`config.mk`:
```
export PLATFORM = sky130hd
export DESIGN_NAME = rtig_top
export DESIGN_NICKNAME = d
export VERILOG_FILES = /design/src/verilog/rtig_pkg.sv /design/src/verilog/rtig_top.sv
export SDC_FILE = /design/constraint.sdc
export NUM_CORES = 1
export LEC_CHECK = 0
export BUFFER_PORTS_ARGS = -buffer_cell sky130_fd_sc_hd__clkbuf_2
export CORE_ASPECT_RATIO = 1.4
export CORE_UTILIZATION = 30
export DETAILED_ROUTE_END_ITERATION = 10
export SYNTH_ARGS = -nofsm -noshare
export SYNTH_HDL_FRONTEND = slang
export SYNTH_SLANG_ARGS = --single-unit
export TNS_END_PERCENT = 100
```
`constraint.sdc`:
```
create_clock -name aclk -period 2.99 [get_ports aclk]
set_clock_uncertainty 0.2 [all_clocks]
set_input_delay 0.598 -clock aclk [delete_from_list [all_inputs] [get_ports aclk]]
set_output_delay 0.598 -clock aclk [all_outputs]
set_load 0.05 [all_outputs]
```
`src/verilog/rtig_pkg.sv`:
```
package rtig_pkg;

   // Register byte addresses
   localparam logic [7:0] REG_CONFIG  = 8'h00;
   localparam logic [7:0] REG_MASK    = 8'h04;
   localparam logic [7:0] REG_STATUS  = 8'h08;
   localparam logic [7:0] REG_STATE   = 8'h0c;

   // Interrupt select field positions
   localparam int SEL_FIELD_EN  = 0;
   localparam int SEL_RF_SRC    = 1;
   localparam int SEL_RF_EN     = 2;
   localparam int SEL_W         = 3;

   // Status and mask bit positions
   localparam int EVT_FIELD = 0;
   localparam int EVT_RF    = 1;
   localparam int EVT_W     = 2;

   // Live state bit positions
   localparam int ST_FIELD   = 0;
   localparam int ST_CONTACT = 1;
   localparam int ST_POWERED = 2;

   // Reset values
   localparam logic [2:0] CONFIG_RST = 3'h0;
   localparam logic [1:0] MASK_RST   = 2'h0;
   localparam logic [1:0] STATUS_RST = 2'h0;

   // Bus answers
   localparam logic [1:0] RESP_OKAY   = 2'h0;
   localparam logic [1:0] RESP_SLVERR = 2'h2;

endpackage

```
`src/verilog/rtig_top.sv`:
```
`timescale 1ns/10ps
module rtig_top #(
   parameter int         ADDR_W     = 8,
   parameter logic [0:0] SRC_TX_VAL = 1'h0
) (
   input  wire  logic              aclk,
   input  wire  logic              aresetn,
   input  wire  logic [ADDR_W-1:0] s_axi_awaddr,
   input  wire  logic              s_axi_awvalid,
   output logic                    s_axi_awready,
   input  wire  logic [31:0]       s_axi_wdata,
   input  wire  logic [3:0]        s_axi_wstrb,
   input  wire  logic              s_axi_wvalid,
   output logic                    s_axi_wready,
   output logic [1:0]              s_axi_bresp,
   output logic                    s_axi_bvalid,
   input  wire  logic              s_axi_bready,
   input  wire  logic [ADDR_W-1:0] s_axi_araddr,
   input  wire  logic              s_axi_arvalid,
   output logic                    s_axi_arready,
   output logic [31:0]             s_axi_rdata,
   output logic [1:0]              s_axi_rresp,
   output logic                    s_axi_rvalid,
   input  wire  logic              s_axi_rready,
   input  wire  logic              rf_tx_done,
   input  wire  logic              rf_mem_wr_done,
   input  wire  logic              field_detect,
   input  wire  logic              contact_supply,
   output logic                    irq,
   input  wire  logic              interrupt_out_n_i,
   output logic                    interrupt_out_n_o,
   output logic                    interrupt_out_n_oe
);

   typedef struct packed {
      logic              awready;
      logic              wready;
      logic              aw_have;
      logic [ADDR_W-1:0] aw_addr;
      logic              w_have;
      logic [31:0]       w_data;
      logic [3:0]        w_strb;
      logic              bvalid;
      logic [1:0]        bresp;
      logic              arready;
      logic              rvalid;
      logic [31:0]       rdata;
      logic [1:0]        rresp;
      logic [2:0]        cfg;
      logic [1:0]        mask;
      logic [1:0]        status;
      logic              field_q;
      logic              powered;
      logic              irq;
      logic              pin_oe;
   } rtig_state_t;

   rtig_state_t s_q;
   rtig_state_t s_d;

   logic       powered;
   logic       rf_evt;
   logic       field_evt;
   logic [1:0] evt;

   function automatic logic mapped(input logic [ADDR_W-1:0] a);
      logic [7:0] b;
      b = 8'(a);
      mapped = (b == rtig_pkg::REG_CONFIG) || (b == rtig_pkg::REG_MASK)
            || (b == rtig_pkg::REG_STATUS) || (b == rtig_pkg::REG_STATE);
   endfunction

   function automatic logic hit(input logic [ADDR_W-1:0] a,
                                input logic [7:0]        r);
      hit = (8'(a) == r);
   endfunction

   // Tag runs either from the contact supply or from the field
   assign powered = contact_supply | field_detect;

   always_comb begin
      if (s_q.cfg[rtig_pkg::SEL_RF_SRC] == SRC_TX_VAL) begin
         rf_evt = rf_tx_done;
      end else begin
         rf_evt = rf_mem_wr_done;
      end
   end

   assign field_evt = field_detect & ~s_q.field_q;

   always_comb begin
      evt = 2'h0;
      evt[rtig_pkg::EVT_RF] = rf_evt
         & s_q.cfg[rtig_pkg::SEL_RF_EN];
      evt[rtig_pkg::EVT_FIELD] = field_evt
         & s_q.cfg[rtig_pkg::SEL_FIELD_EN];
   end

   always_comb begin
      s_d = s_q;
      s_d.field_q = field_detect;
      s_d.powered = powered;

      // Write address and data are taken independently
      if (s_axi_awvalid && s_q.awready) begin
         s_d.aw_have = 1'b1;
         s_d.aw_addr = s_axi_awaddr;
      end
      if (s_axi_wvalid && s_q.wready) begin
         s_d.w_have = 1'b1;
         s_d.w_data = s_axi_wdata;
         s_d.w_strb = s_axi_wstrb;
      end
      if (s_q.bvalid && s_axi_bready) begin
         s_d.bvalid = 1'b0;
      end
      if (s_d.aw_have && s_d.w_have && !s_d.bvalid) begin
         s_d.aw_have = 1'b0;
         s_d.w_have  = 1'b0;
         s_d.bvalid  = 1'b1;
         s_d.bresp   = mapped(s_d.aw_addr) ? rtig_pkg::RESP_OKAY
                                           : rtig_pkg::RESP_SLVERR;
         if (s_d.w_strb[0]) begin
            if (hit(s_d.aw_addr, rtig_pkg::REG_CONFIG)) begin
               s_d.cfg = s_d.w_data[rtig_pkg::SEL_W-1:0];
            end
            if (hit(s_d.aw_addr, rtig_pkg::REG_MASK)) begin
               s_d.mask = s_d.w_data[rtig_pkg::EVT_W-1:0];
            end
         end
      end
      s_d.awready = !s_d.aw_have && !s_d.bvalid;
      s_d.wready  = !s_d.w_have && !s_d.bvalid;

      // Read channel; a status read clears it
      if (s_q.rvalid && s_axi_rready) begin
         s_d.rvalid = 1'b0;
      end
      if (s_axi_arvalid && s_q.arready) begin
         s_d.rvalid = 1'b1;
         s_d.rdata  = 32'h0;
         s_d.rresp  = mapped(s_axi_araddr) ? rtig_pkg::RESP_OKAY
                                           : rtig_pkg::RESP_SLVERR;
         if (hit(s_axi_araddr, rtig_pkg::REG_CONFIG)) begin
            s_d.rdata[rtig_pkg::SEL_W-1:0] = s_q.cfg;
         end
         if (hit(s_axi_araddr, rtig_pkg::REG_MASK)) begin
            s_d.rdata[rtig_pkg::EVT_W-1:0] = s_q.mask;
         end
         if (hit(s_axi_araddr, rtig_pkg::REG_STATUS)) begin
            s_d.rdata[rtig_pkg::EVT_W-1:0] = s_q.status;
            s_d.status = rtig_pkg::STATUS_RST;
         end
         if (hit(s_axi_araddr, rtig_pkg::REG_STATE)) begin
            s_d.rdata[rtig_pkg::ST_FIELD]   = field_detect;
            s_d.rdata[rtig_pkg::ST_CONTACT] = contact_supply;
            s_d.rdata[rtig_pkg::ST_POWERED] = powered;
         end
      end
      s_d.arready = !s_d.rvalid;

      // New events win over a clearing read
      s_d.status = s_d.status | evt;

      // Supply lost: all pending state is gone
      if (!powered) begin
         s_d.status = rtig_pkg::STATUS_RST;
      end

      s_d.irq    = |(s_d.status & ~s_d.mask);
      s_d.pin_oe = s_d.irq && powered;
   end

   always_ff @(posedge aclk) begin
      if (!aresetn) begin
         s_q        <= '0;
         s_q.cfg    <= rtig_pkg::CONFIG_RST;
         s_q.mask   <= rtig_pkg::MASK_RST;
         s_q.status <= rtig_pkg::STATUS_RST;
      end else begin
         s_q <= s_d;
      end
   end

   assign s_axi_awready      = s_q.awready;
   assign s_axi_wready       = s_q.wready;
   assign s_axi_bvalid       = s_q.bvalid;
   assign s_axi_bresp        = s_q.bresp;
   assign s_axi_arready      = s_q.arready;
   assign s_axi_rvalid       = s_q.rvalid;
   assign s_axi_rdata        = s_q.rdata;
   assign s_axi_rresp        = s_q.rresp;
   assign irq                = s_q.irq;
   // Open drain: only ever pulls low
   assign interrupt_out_n_o  = 1'b0;
   assign interrupt_out_n_oe = s_q.pin_oe;
endmodule

```
# Yosys cells after proc, flatten, opt, wreduce, memory -nomap -nowiden
# Cells that the tools add are included.
word_totals:
  ff_bits: 68
  inputBits: 64
  out_inout_bits: 44
  word_cells: 81
classes:
  n_eq_ne: 6
  mux: 21
  n_bitwise: 8
  reduce_logical: 25
op_table:
  columns: ["operator", "count"]
  rows:
  - ["$mux 37", 1]
  - ["$mux 35", 1]
  - ["$eq 8x4->1 const B", 4]
  - ["$mux 2", 10]
  - ["$eq 8x3->1 const B", 2]
  - ["$logic_not 8->1", 2]
  - ["$logic_and 1x1->1", 10]
  - ["$mux 3", 3]
  - ["$mux 9", 1]
  - ["$logic_or 1x1->1", 6]
  - ["$logic_not 1->1", 5]
  - ["$mux 1", 5]
  - ["$and 1x1->1", 3]
  - ["$reduce_and 3->1", 1]
  - ["$and 2x2->2", 1]
  - ["$not 2->2", 1]
  - ["$or 2x2->2", 1]
  - ["$reduce_or 2->1", 1]
  - ["$not 1->1", 1]
  - ["$or 1x1->1", 1]

# Logic depth before layout (Yosys ltp)
# Gate-level depths: netlist of run 1.
depth:
  depth_word: 10
  depth_mapped: 6
  ltp_nobuf: 5

# Worst setup path after synthesis of run 1
# Ideal clock, no wire load.
synth_timing:
  path_kind: "input -> register"
  startpoint: "in s_axi_awaddr[4]"
  endpoint: "reg s_q[10] in the netlist's numbering"
  setup_time_ns: 0.123
  arrival_time_ns: 2.032
  t_required_ns: 2.667
  setup_slack_ns: 0.634
  cell_stages: 5
  path_buffers: 0
  path_cell_list: "or4_1 -> nor4_4 -> a21oi_2 -> nor3_2 -> mux2_1"
synth_via:
  elab_chain_len: 3
synth_lines:
  columns: ["item", "line", "source"]
  rows:
  - ["from (decl)", "rtig_top.sv:8", "input wire logic [ADDR_W-1:0] s_axi_awaddr,"]
  - ["$mux 9", "rtig_top.sv:105", "if (s_axi_awvalid && s_q.awready) begin"]
  - ["$logic_not 8->1", "rtig_top.sv:75", "hit = (8'(a) == r);"]
  - ["$reduce_and 3->1 (no line)", null, null]
  - ["to (decl)", "rtig_top.sv:58", "rtig_state_t s_q;"]
# Every way passes these cells.
# A chain may end at the register's enable or synchronous reset.

# Worst setup path in the final report of run 1
# Ends and elaborated chain as after synthesis.

==> results by group, run 1 <==
Route
  – Routed vias/inst: 4.43
  – DR pass1 iterations: 4
  – Drt total wl: 3260 µm
  – Post-DRT Antenna Nets: 0
  – Number of remaining DRC errors: 0
  – DR WL/cell: 10.9 µm
  – Via count: 1328
  – DR iter-0 viols: 48

Power and ir drop
  – Pint: 0.679 mW
  – Net Sw Power: 0.334 mW
  – P_leak: 0.837 nW
  – Overall Power: 1.01 mW
  – P per Cell Area: 513 mW/mm²
  – Combinational cell fraction of total power: 0.216
  – Sw frac: 0.330
  – Sequential Power Share: 0.477
  – Worst vdd ir: 269 µV
  – Clk network pwr share: 0.307

Final layout
  – Most frequent cells in the layout: clkbuf_2 (42), dfxtp_1 (34), conb_1 (32), nand2_1 (29), a21boi_0 (10)
  – Fillers: 597
  – Multi-input logic area: 892 µm²
  – N_diodes: 0
  – Share of layout cells above drive strength 1: 0.263
  – Synth-to-layout area growth: 11.4%
  – Final #Nets: 296
  – Commonest non-fill, non-tap cell in the layout: clkbuf_2
  – Storage cell area: 681 µm²

Timing
  – Final Critical Period: 2.27 ns
  – Slew margin rel.: 0.655
  – RSZ-0062 raised after global routing: false
  – Final hold vios: 0
  – Worst Tran Pin Value: 0.517 ns
  – Max-slew violations: 0
  – Fin crit share: 0.760
  – Fin Setup TNS: 0 ns
  – Final setup violation count: 0
  – WHS: 0.265 ns
  – FMAX: 440 MHz

Outcome
  – Status: complete, no violations

Floorplanning
  – Core footprint: 0.00561 mm²
  – Die width: 67.0 µm
  – I/O pin cnt: 108
  – Site Rows: 32
  – DIE AREA: 0.00622 mm²
  – Initial Util: 0.316
  – Die Ht: 92.9 µm

Clocking
  – CTS tree: yes
  – PostCTS Resize Cnt: 0
  – Clk slew on worst S/H paths: 0.07 ns
  – Total clock buffers created by CTS: 5
  – TritonCTS Sinks: 34
  – Cts hold-fix bufs: 0
  – H-tree levels: 2
  – CTS root buf: clkbuf_8
  – Clock Latency Late Sink: 0.28 ns
  – Setup bufs post-CTS: 0
  – Clock Tree Buf Depth: 2

Synthesis
  – Distinct cells, synth: 39
  – Cells after Synth: 193
  – Synth warn: 0
  – Complex-gate fraction of the synthesized area: 0.138
  – Xor and xnor fraction of the mapped netlist area: 0
  – Syn_area_per_cell: 9.18 µm²
  – Synth top area share: 0.384
  – Yosys reg bits: 34
  – Sequential-to-total area share from yosys stat: 0.384
  – Proportion of synthesized area in mux cells: 0.0833
  – Synth Area in Adders: 0
  – Post-Synth Simple-Gate Area: 0.214
  – Synth area leaders: dfxtp_1 (38%), buf_4 (16%), nand2_1 (6.1%)
  – Post-Syn Area: 0.00177 mm²
  – Post-synth top area cell: dfxtp_1
  – Main combinational cell family by area after synthesis: simple AND/OR/NAND/NOR gates

Setup path
  – Worst endpoint required time: 2.96 ns
  – CP Class: in2reg
  – CP Capture Type: register
  – Maximum fanout along the worst path: 3
  – Reg-to-reg endpoint: s_q[10]
  – R2R depth: 5
  – R2r setup slk: 0.83 ns
  – Worst Path Arrival: 2.24 ns
  – CP startpoint kind: input pin
  – Critical R2R Launch: s_q[91]

Global route
  – First-pass GRT wire length: 5170 µm
  – Initial antenna violation count: 0
  – Largest net degree at the start of global routing: 31
  – GR Overflow Total: 0
  – Vias in the first global route: 1144
  – All-Layer GR Usage: 0.111

Worst hold path
  – Hold endpoint: s_axi_bresp[1]
  – WHS Path Cells: 2
  – Hold WC Path Type: reg2reg
  – Hold_sp: s_axi_bresp[1]

Place
  – Port Buf Inserts: 42
  – DP Wirelength: 2550 µm
  – Gpl congestion: 0.718

Flow run
  – Max cap viols: 0
-- worst max path at each step --
stage | startpoint | endpoint | slack, ns | depth (start not counted)
3_3_place_gp | s_axi_awaddr[4] | s_q[10] | 0.41 | 6
5_1_grt | s_axi_awaddr[4] | s_q[10] | 0.61 | 6
2_1_floorplan | s_axi_awaddr[4] | s_q[10] | 0.63 | 5
6_report | s_axi_awaddr[4] | s_q[10] | 0.72 | 6
3_5_place_dp | s_axi_awaddr[4] | s_q[10] | 0.39 | 6
4_1_cts | s_axi_awaddr[4] | s_q[10] | 0.69 | 6
-- flip-flops by register name, indices dropped and copies added (netlist names) --
signal	cells
s_q	22
interrupt_out_n_oe	1
s_axi_arready	1
s_axi_rvalid	1
s_axi_awready	1
s_axi_bresp	1
irq	1
s_axi_bvalid	1
s_axi_rdata	3
s_axi_rresp	1
s_axi_wready	1
-- cells by family (layout without fill, tap and decap cells) --
logic type	count (synthesis)	count (layout)
AOI/OAI and AO/OA	35	35
DFF	34	34
buffers and inverters	47	55
and+or+nand+nor	64	64
other	1	32
muxes	12	12
-- per-layer routing --
metal	global-route usage	wire length, µm	share of wire
met3	0.0382	213	0.065
met1	0.130	1430	0.44
met5	0	0	0
met4	0.0372	29	0.0089
met2	0.185	1590	0.49
-- per-stage QoR --
| stage | utilization | std cells | setup WS [ns] | cell area [µm²] |
|---|---|---|---|---|
| 6_report | 0.352 | 300 | 0.718 | 1970 |
| 5_1_grt | 0.352 | 300 | 0.608 | 1970 |
| 4_1_cts | 0.352 | 300 | 0.692 | 1970 |
| 3_5_place_dp | 0.338 | 293 | 0.392 | 1890 |
| 3_3_place_gp | 0.338 | 293 | 0.410 | 1890 |
| 2_1_floorplan | - | 224 | 0.634 | 1890 |
-- layout make-up --
| cell class | instances | share of cell area |
|---|---|---|
| Timing Repair Buffer | 43 | 0.110 |
| Clock buffer | 5 | 0.0349 |
| Tap cell | 68 | 0.0431 |
| Multi-Input combinational cell | 143 | 0.452 |
| Sequential cell | 34 | 0.345 |
| Clock inverter | 2 | 0.00507 |
| Inverter | 5 | 0.00951 |
-- power by group through the flow --
stage | Sequential, mW | Combinational (mW) | Clock [mW]
floorplan | 0.510 | 0.191 | 0
global placement | 0.494 | 0.219 | 0
detailed placement | 0.494 | 0.220 | 0
CTS | 0.484 | 0.220 | 0.324
global route | 0.485 | 0.235 | 0.342
finish | 0.483 | 0.219 | 0.311
-- cell usage after synthesis, drive strengths merged --
cell type / number
buf: 37
dfxtp: 34
nand2: 29
a21boi: 11
mux2i: 8
a21oi: 7
clkbuf: 5
inv: 5
nor2b: 5
a22oi: 4
nand2b: 4
nor3: 4
o21ai: 4
and2: 3
and3: 3
nor2: 3
nor4: 3
or4: 3
a31oi: 2
mux2: 2
mux4: 2
nor3b: 2
o21a: 2
o41ai: 2
or3: 2
a211oi: 1
a21o: 1
conb: 1
nand3: 1
nand3b: 1
nand4b: 1
o211ai: 1
-- critical path: stages --
cell and delay (ns):
clkbuf_2 0.08, or4_1 0.57, nor4_4 0.20, a21oi_2 0.10, nor3_2 0.34, mux2_1 0.35
No activity file was read; power rests on OpenSTA's default activity.
==> run 2, diff against run 1 <==
- clock period: 2.99 -> 2 ns (I/O delays scaled with it)
==> run 2 against run 1 <==
  * Final cell count grew 3.0%
  * Worst hold slack worse by 0.12 ns
  * Setup slack worse by 0.71 ns
  * Sequential share of layout area fell by 1.3 points
  * Total power increased by 57%
  * Combinational power rose by 55%
  * Critical path depth is 1 lower
  * Sequential cell count stayed put
  * Highest routed layer unchanged
==> results by group, run 2 (synthesis results as in run 1) <==
Outcome
  – Status: complete, no violations

Clocking
  – Clk slew on worst S/H paths: 0.07 ns
  – CTS tree: yes
  – Cts hold-fix bufs: 0
  – TritonCTS Sinks: 34
  – Setup bufs post-CTS: 0
  – Clock Latency Late Sink: 0.29 ns
  – Clock Tree Buf Depth: 2
  – CTS root buf: clkbuf_8
  – Total clock buffers created by CTS: 5
  – H-tree levels: 2

Final layout
  – N_diodes: 0
  – Final #Nets: 304
  – Commonest non-fill, non-tap cell in the layout: clkbuf_2
  – Most frequent cells in the layout: clkbuf_2 (42), conb_1 (32), dfxtp_1 (32), nand2_1 (29), a21boi_0 (10)
  – Max FFs per register: 22
  – Share of layout cells above drive strength 1: 0.303
  – Post-layout util: 0.367
  – Fillers: 581
  – Post-layout instance count excluding filler cells: 309
  – Biggest register: s_q
  – Synth-to-layout area growth: 16.2%
  – Post-route cell area: 0.00206 mm²

Worst hold path
  – Hold WC Path Type: in2reg
  – WHS Path Cells: 3
  – Hold_sp: s_axi_awaddr[7]
  – Hold endpoint: s_q[94]

Setup path
  – Worst endpoint required time: 1.97 ns
  – CP startpoint kind: register
  – R2R depth: 5
  – Reg-to-reg endpoint: s_q[10]
  – Worst Path Arrival: 1.96 ns
  – R2r setup slk: 0.007 ns
  – Critical Path Start: s_q[91]
  – CP Class: reg2reg
  – Maximum fanout along the worst path: 2
  – CP Capture Type: register
  – Critical R2R Launch: s_q[91]

Global route
  – Initial antenna violation count: 0
  – Vias in the first global route: 1225
  – First-pass GRT wire length: 5400 µm
  – GR Overflow Total: 0
  – All-Layer GR Usage: 0.117
  – Largest net degree at the start of global routing: 17

Place
  – Post-DP Area: 0.00197 mm²
  – Port Buf Inserts: 42
  – Gpl congestion: 0.779
  – # placed instances: 301
  – DP Wirelength: 2590 µm

Route
  – DR pass1 iterations: 4
  – Via count: 1383
  – DR WL/cell: 10.5 µm
  – Routed vias/inst: 4.48
  – DR iter-0 viols: 59
  – Number of remaining DRC errors: 0
  – Post-DRT Antenna Nets: 0
  – Drt total wl: 3250 µm

Power and ir drop
  – Overall Power: 1.59 mW
  – P_leak: 0.883 nW
  – P per Cell Area: 770 mW/mm²
  – Worst vdd ir: 399 µV

Flow run
  – Max cap viols: 0

Timing
  – FMAX: 502 MHz
  – WHS: 0.149 ns
  – RSZ-0062 raised after global routing: true
  – Max-slew violations: 0
  – Final setup violation count: 0
  – Final Critical Period: 1.99 ns
  – Final hold vios: 0
  – Fin crit share: 0.997

Floorplanning
  – Core footprint: 0.00561 mm²
  – Initial Util: 0.316
  – Site Rows: 32
  – DIE AREA: 0.00622 mm²
  – Die width: 67.0 µm
  – Die Ht: 92.9 µm
  – I/O pin cnt: 108
[run 2: worst max path at each step]
stage | endpoint | slack (ns) | cells past startpoint
final | s_q[10] | 0.007 | 5
after global routing | s_q[10] | -0.11 | 5
after CTS | s_q[10] | -0.008 | 5
after detailed placement | interrupt_out_n_oe | -0.16 | 6
after global placement | irq | -0.15 | 6
after floorplan | s_q[10] | -0.05 | 5
[run 2: power by group]
part	switching, mW	internal, mW	total (mW)
registers	0.0181	0.705	0.723
clock network	0.246	0.278	0.523
logic	0.253	0.0858	0.339
total	0.517	1.07	1.59
[run 2: final cells by class]
type                       count  area (µm²)  share of cell area
clock buffer                   7        86.3              0.0419
clock inverter                 1        5.00             0.00243
inverter                       5        18.8             0.00911
multi-input combinational    143         903               0.439
sequential                    34         683               0.332
tap                           68        85.1              0.0413
timing repair buffer          51         278               0.135
[run 2: metrics by stage]
stage          setup slack [ns]   TNS, ns
2_1_floorplan           -0.0489   -0.0489
3_3_place_gp             -0.151     -1.05
3_5_place_dp             -0.162     -1.14
4_1_cts                -0.00812  -0.00812
5_1_grt                  -0.114    -0.493
6_report                0.00676         0
[run 2: critical path: stages, from the launching register on]
cell	delay [ns]
dfxtp_2	0.32
or4_4	0.54
nor4_4	0.19
a21oi_2	0.13
nor3_2	0.17
mux2_1	0.33
[run 2: timing repair]
item / in CTS / in global routing
gates cloned: 0 / 0
resized for setup: 0 / 1
endpoints found under the setup margin: 1 / 7
[run 2: metal layers]
layer  share of wire  track usage  vias up
li1                -            -      692
met3           0.064       0.0369        4
met2            0.52        0.190       59
met1            0.40        0.135      628
met5               0            0        -
met4           0.012       0.0532        0
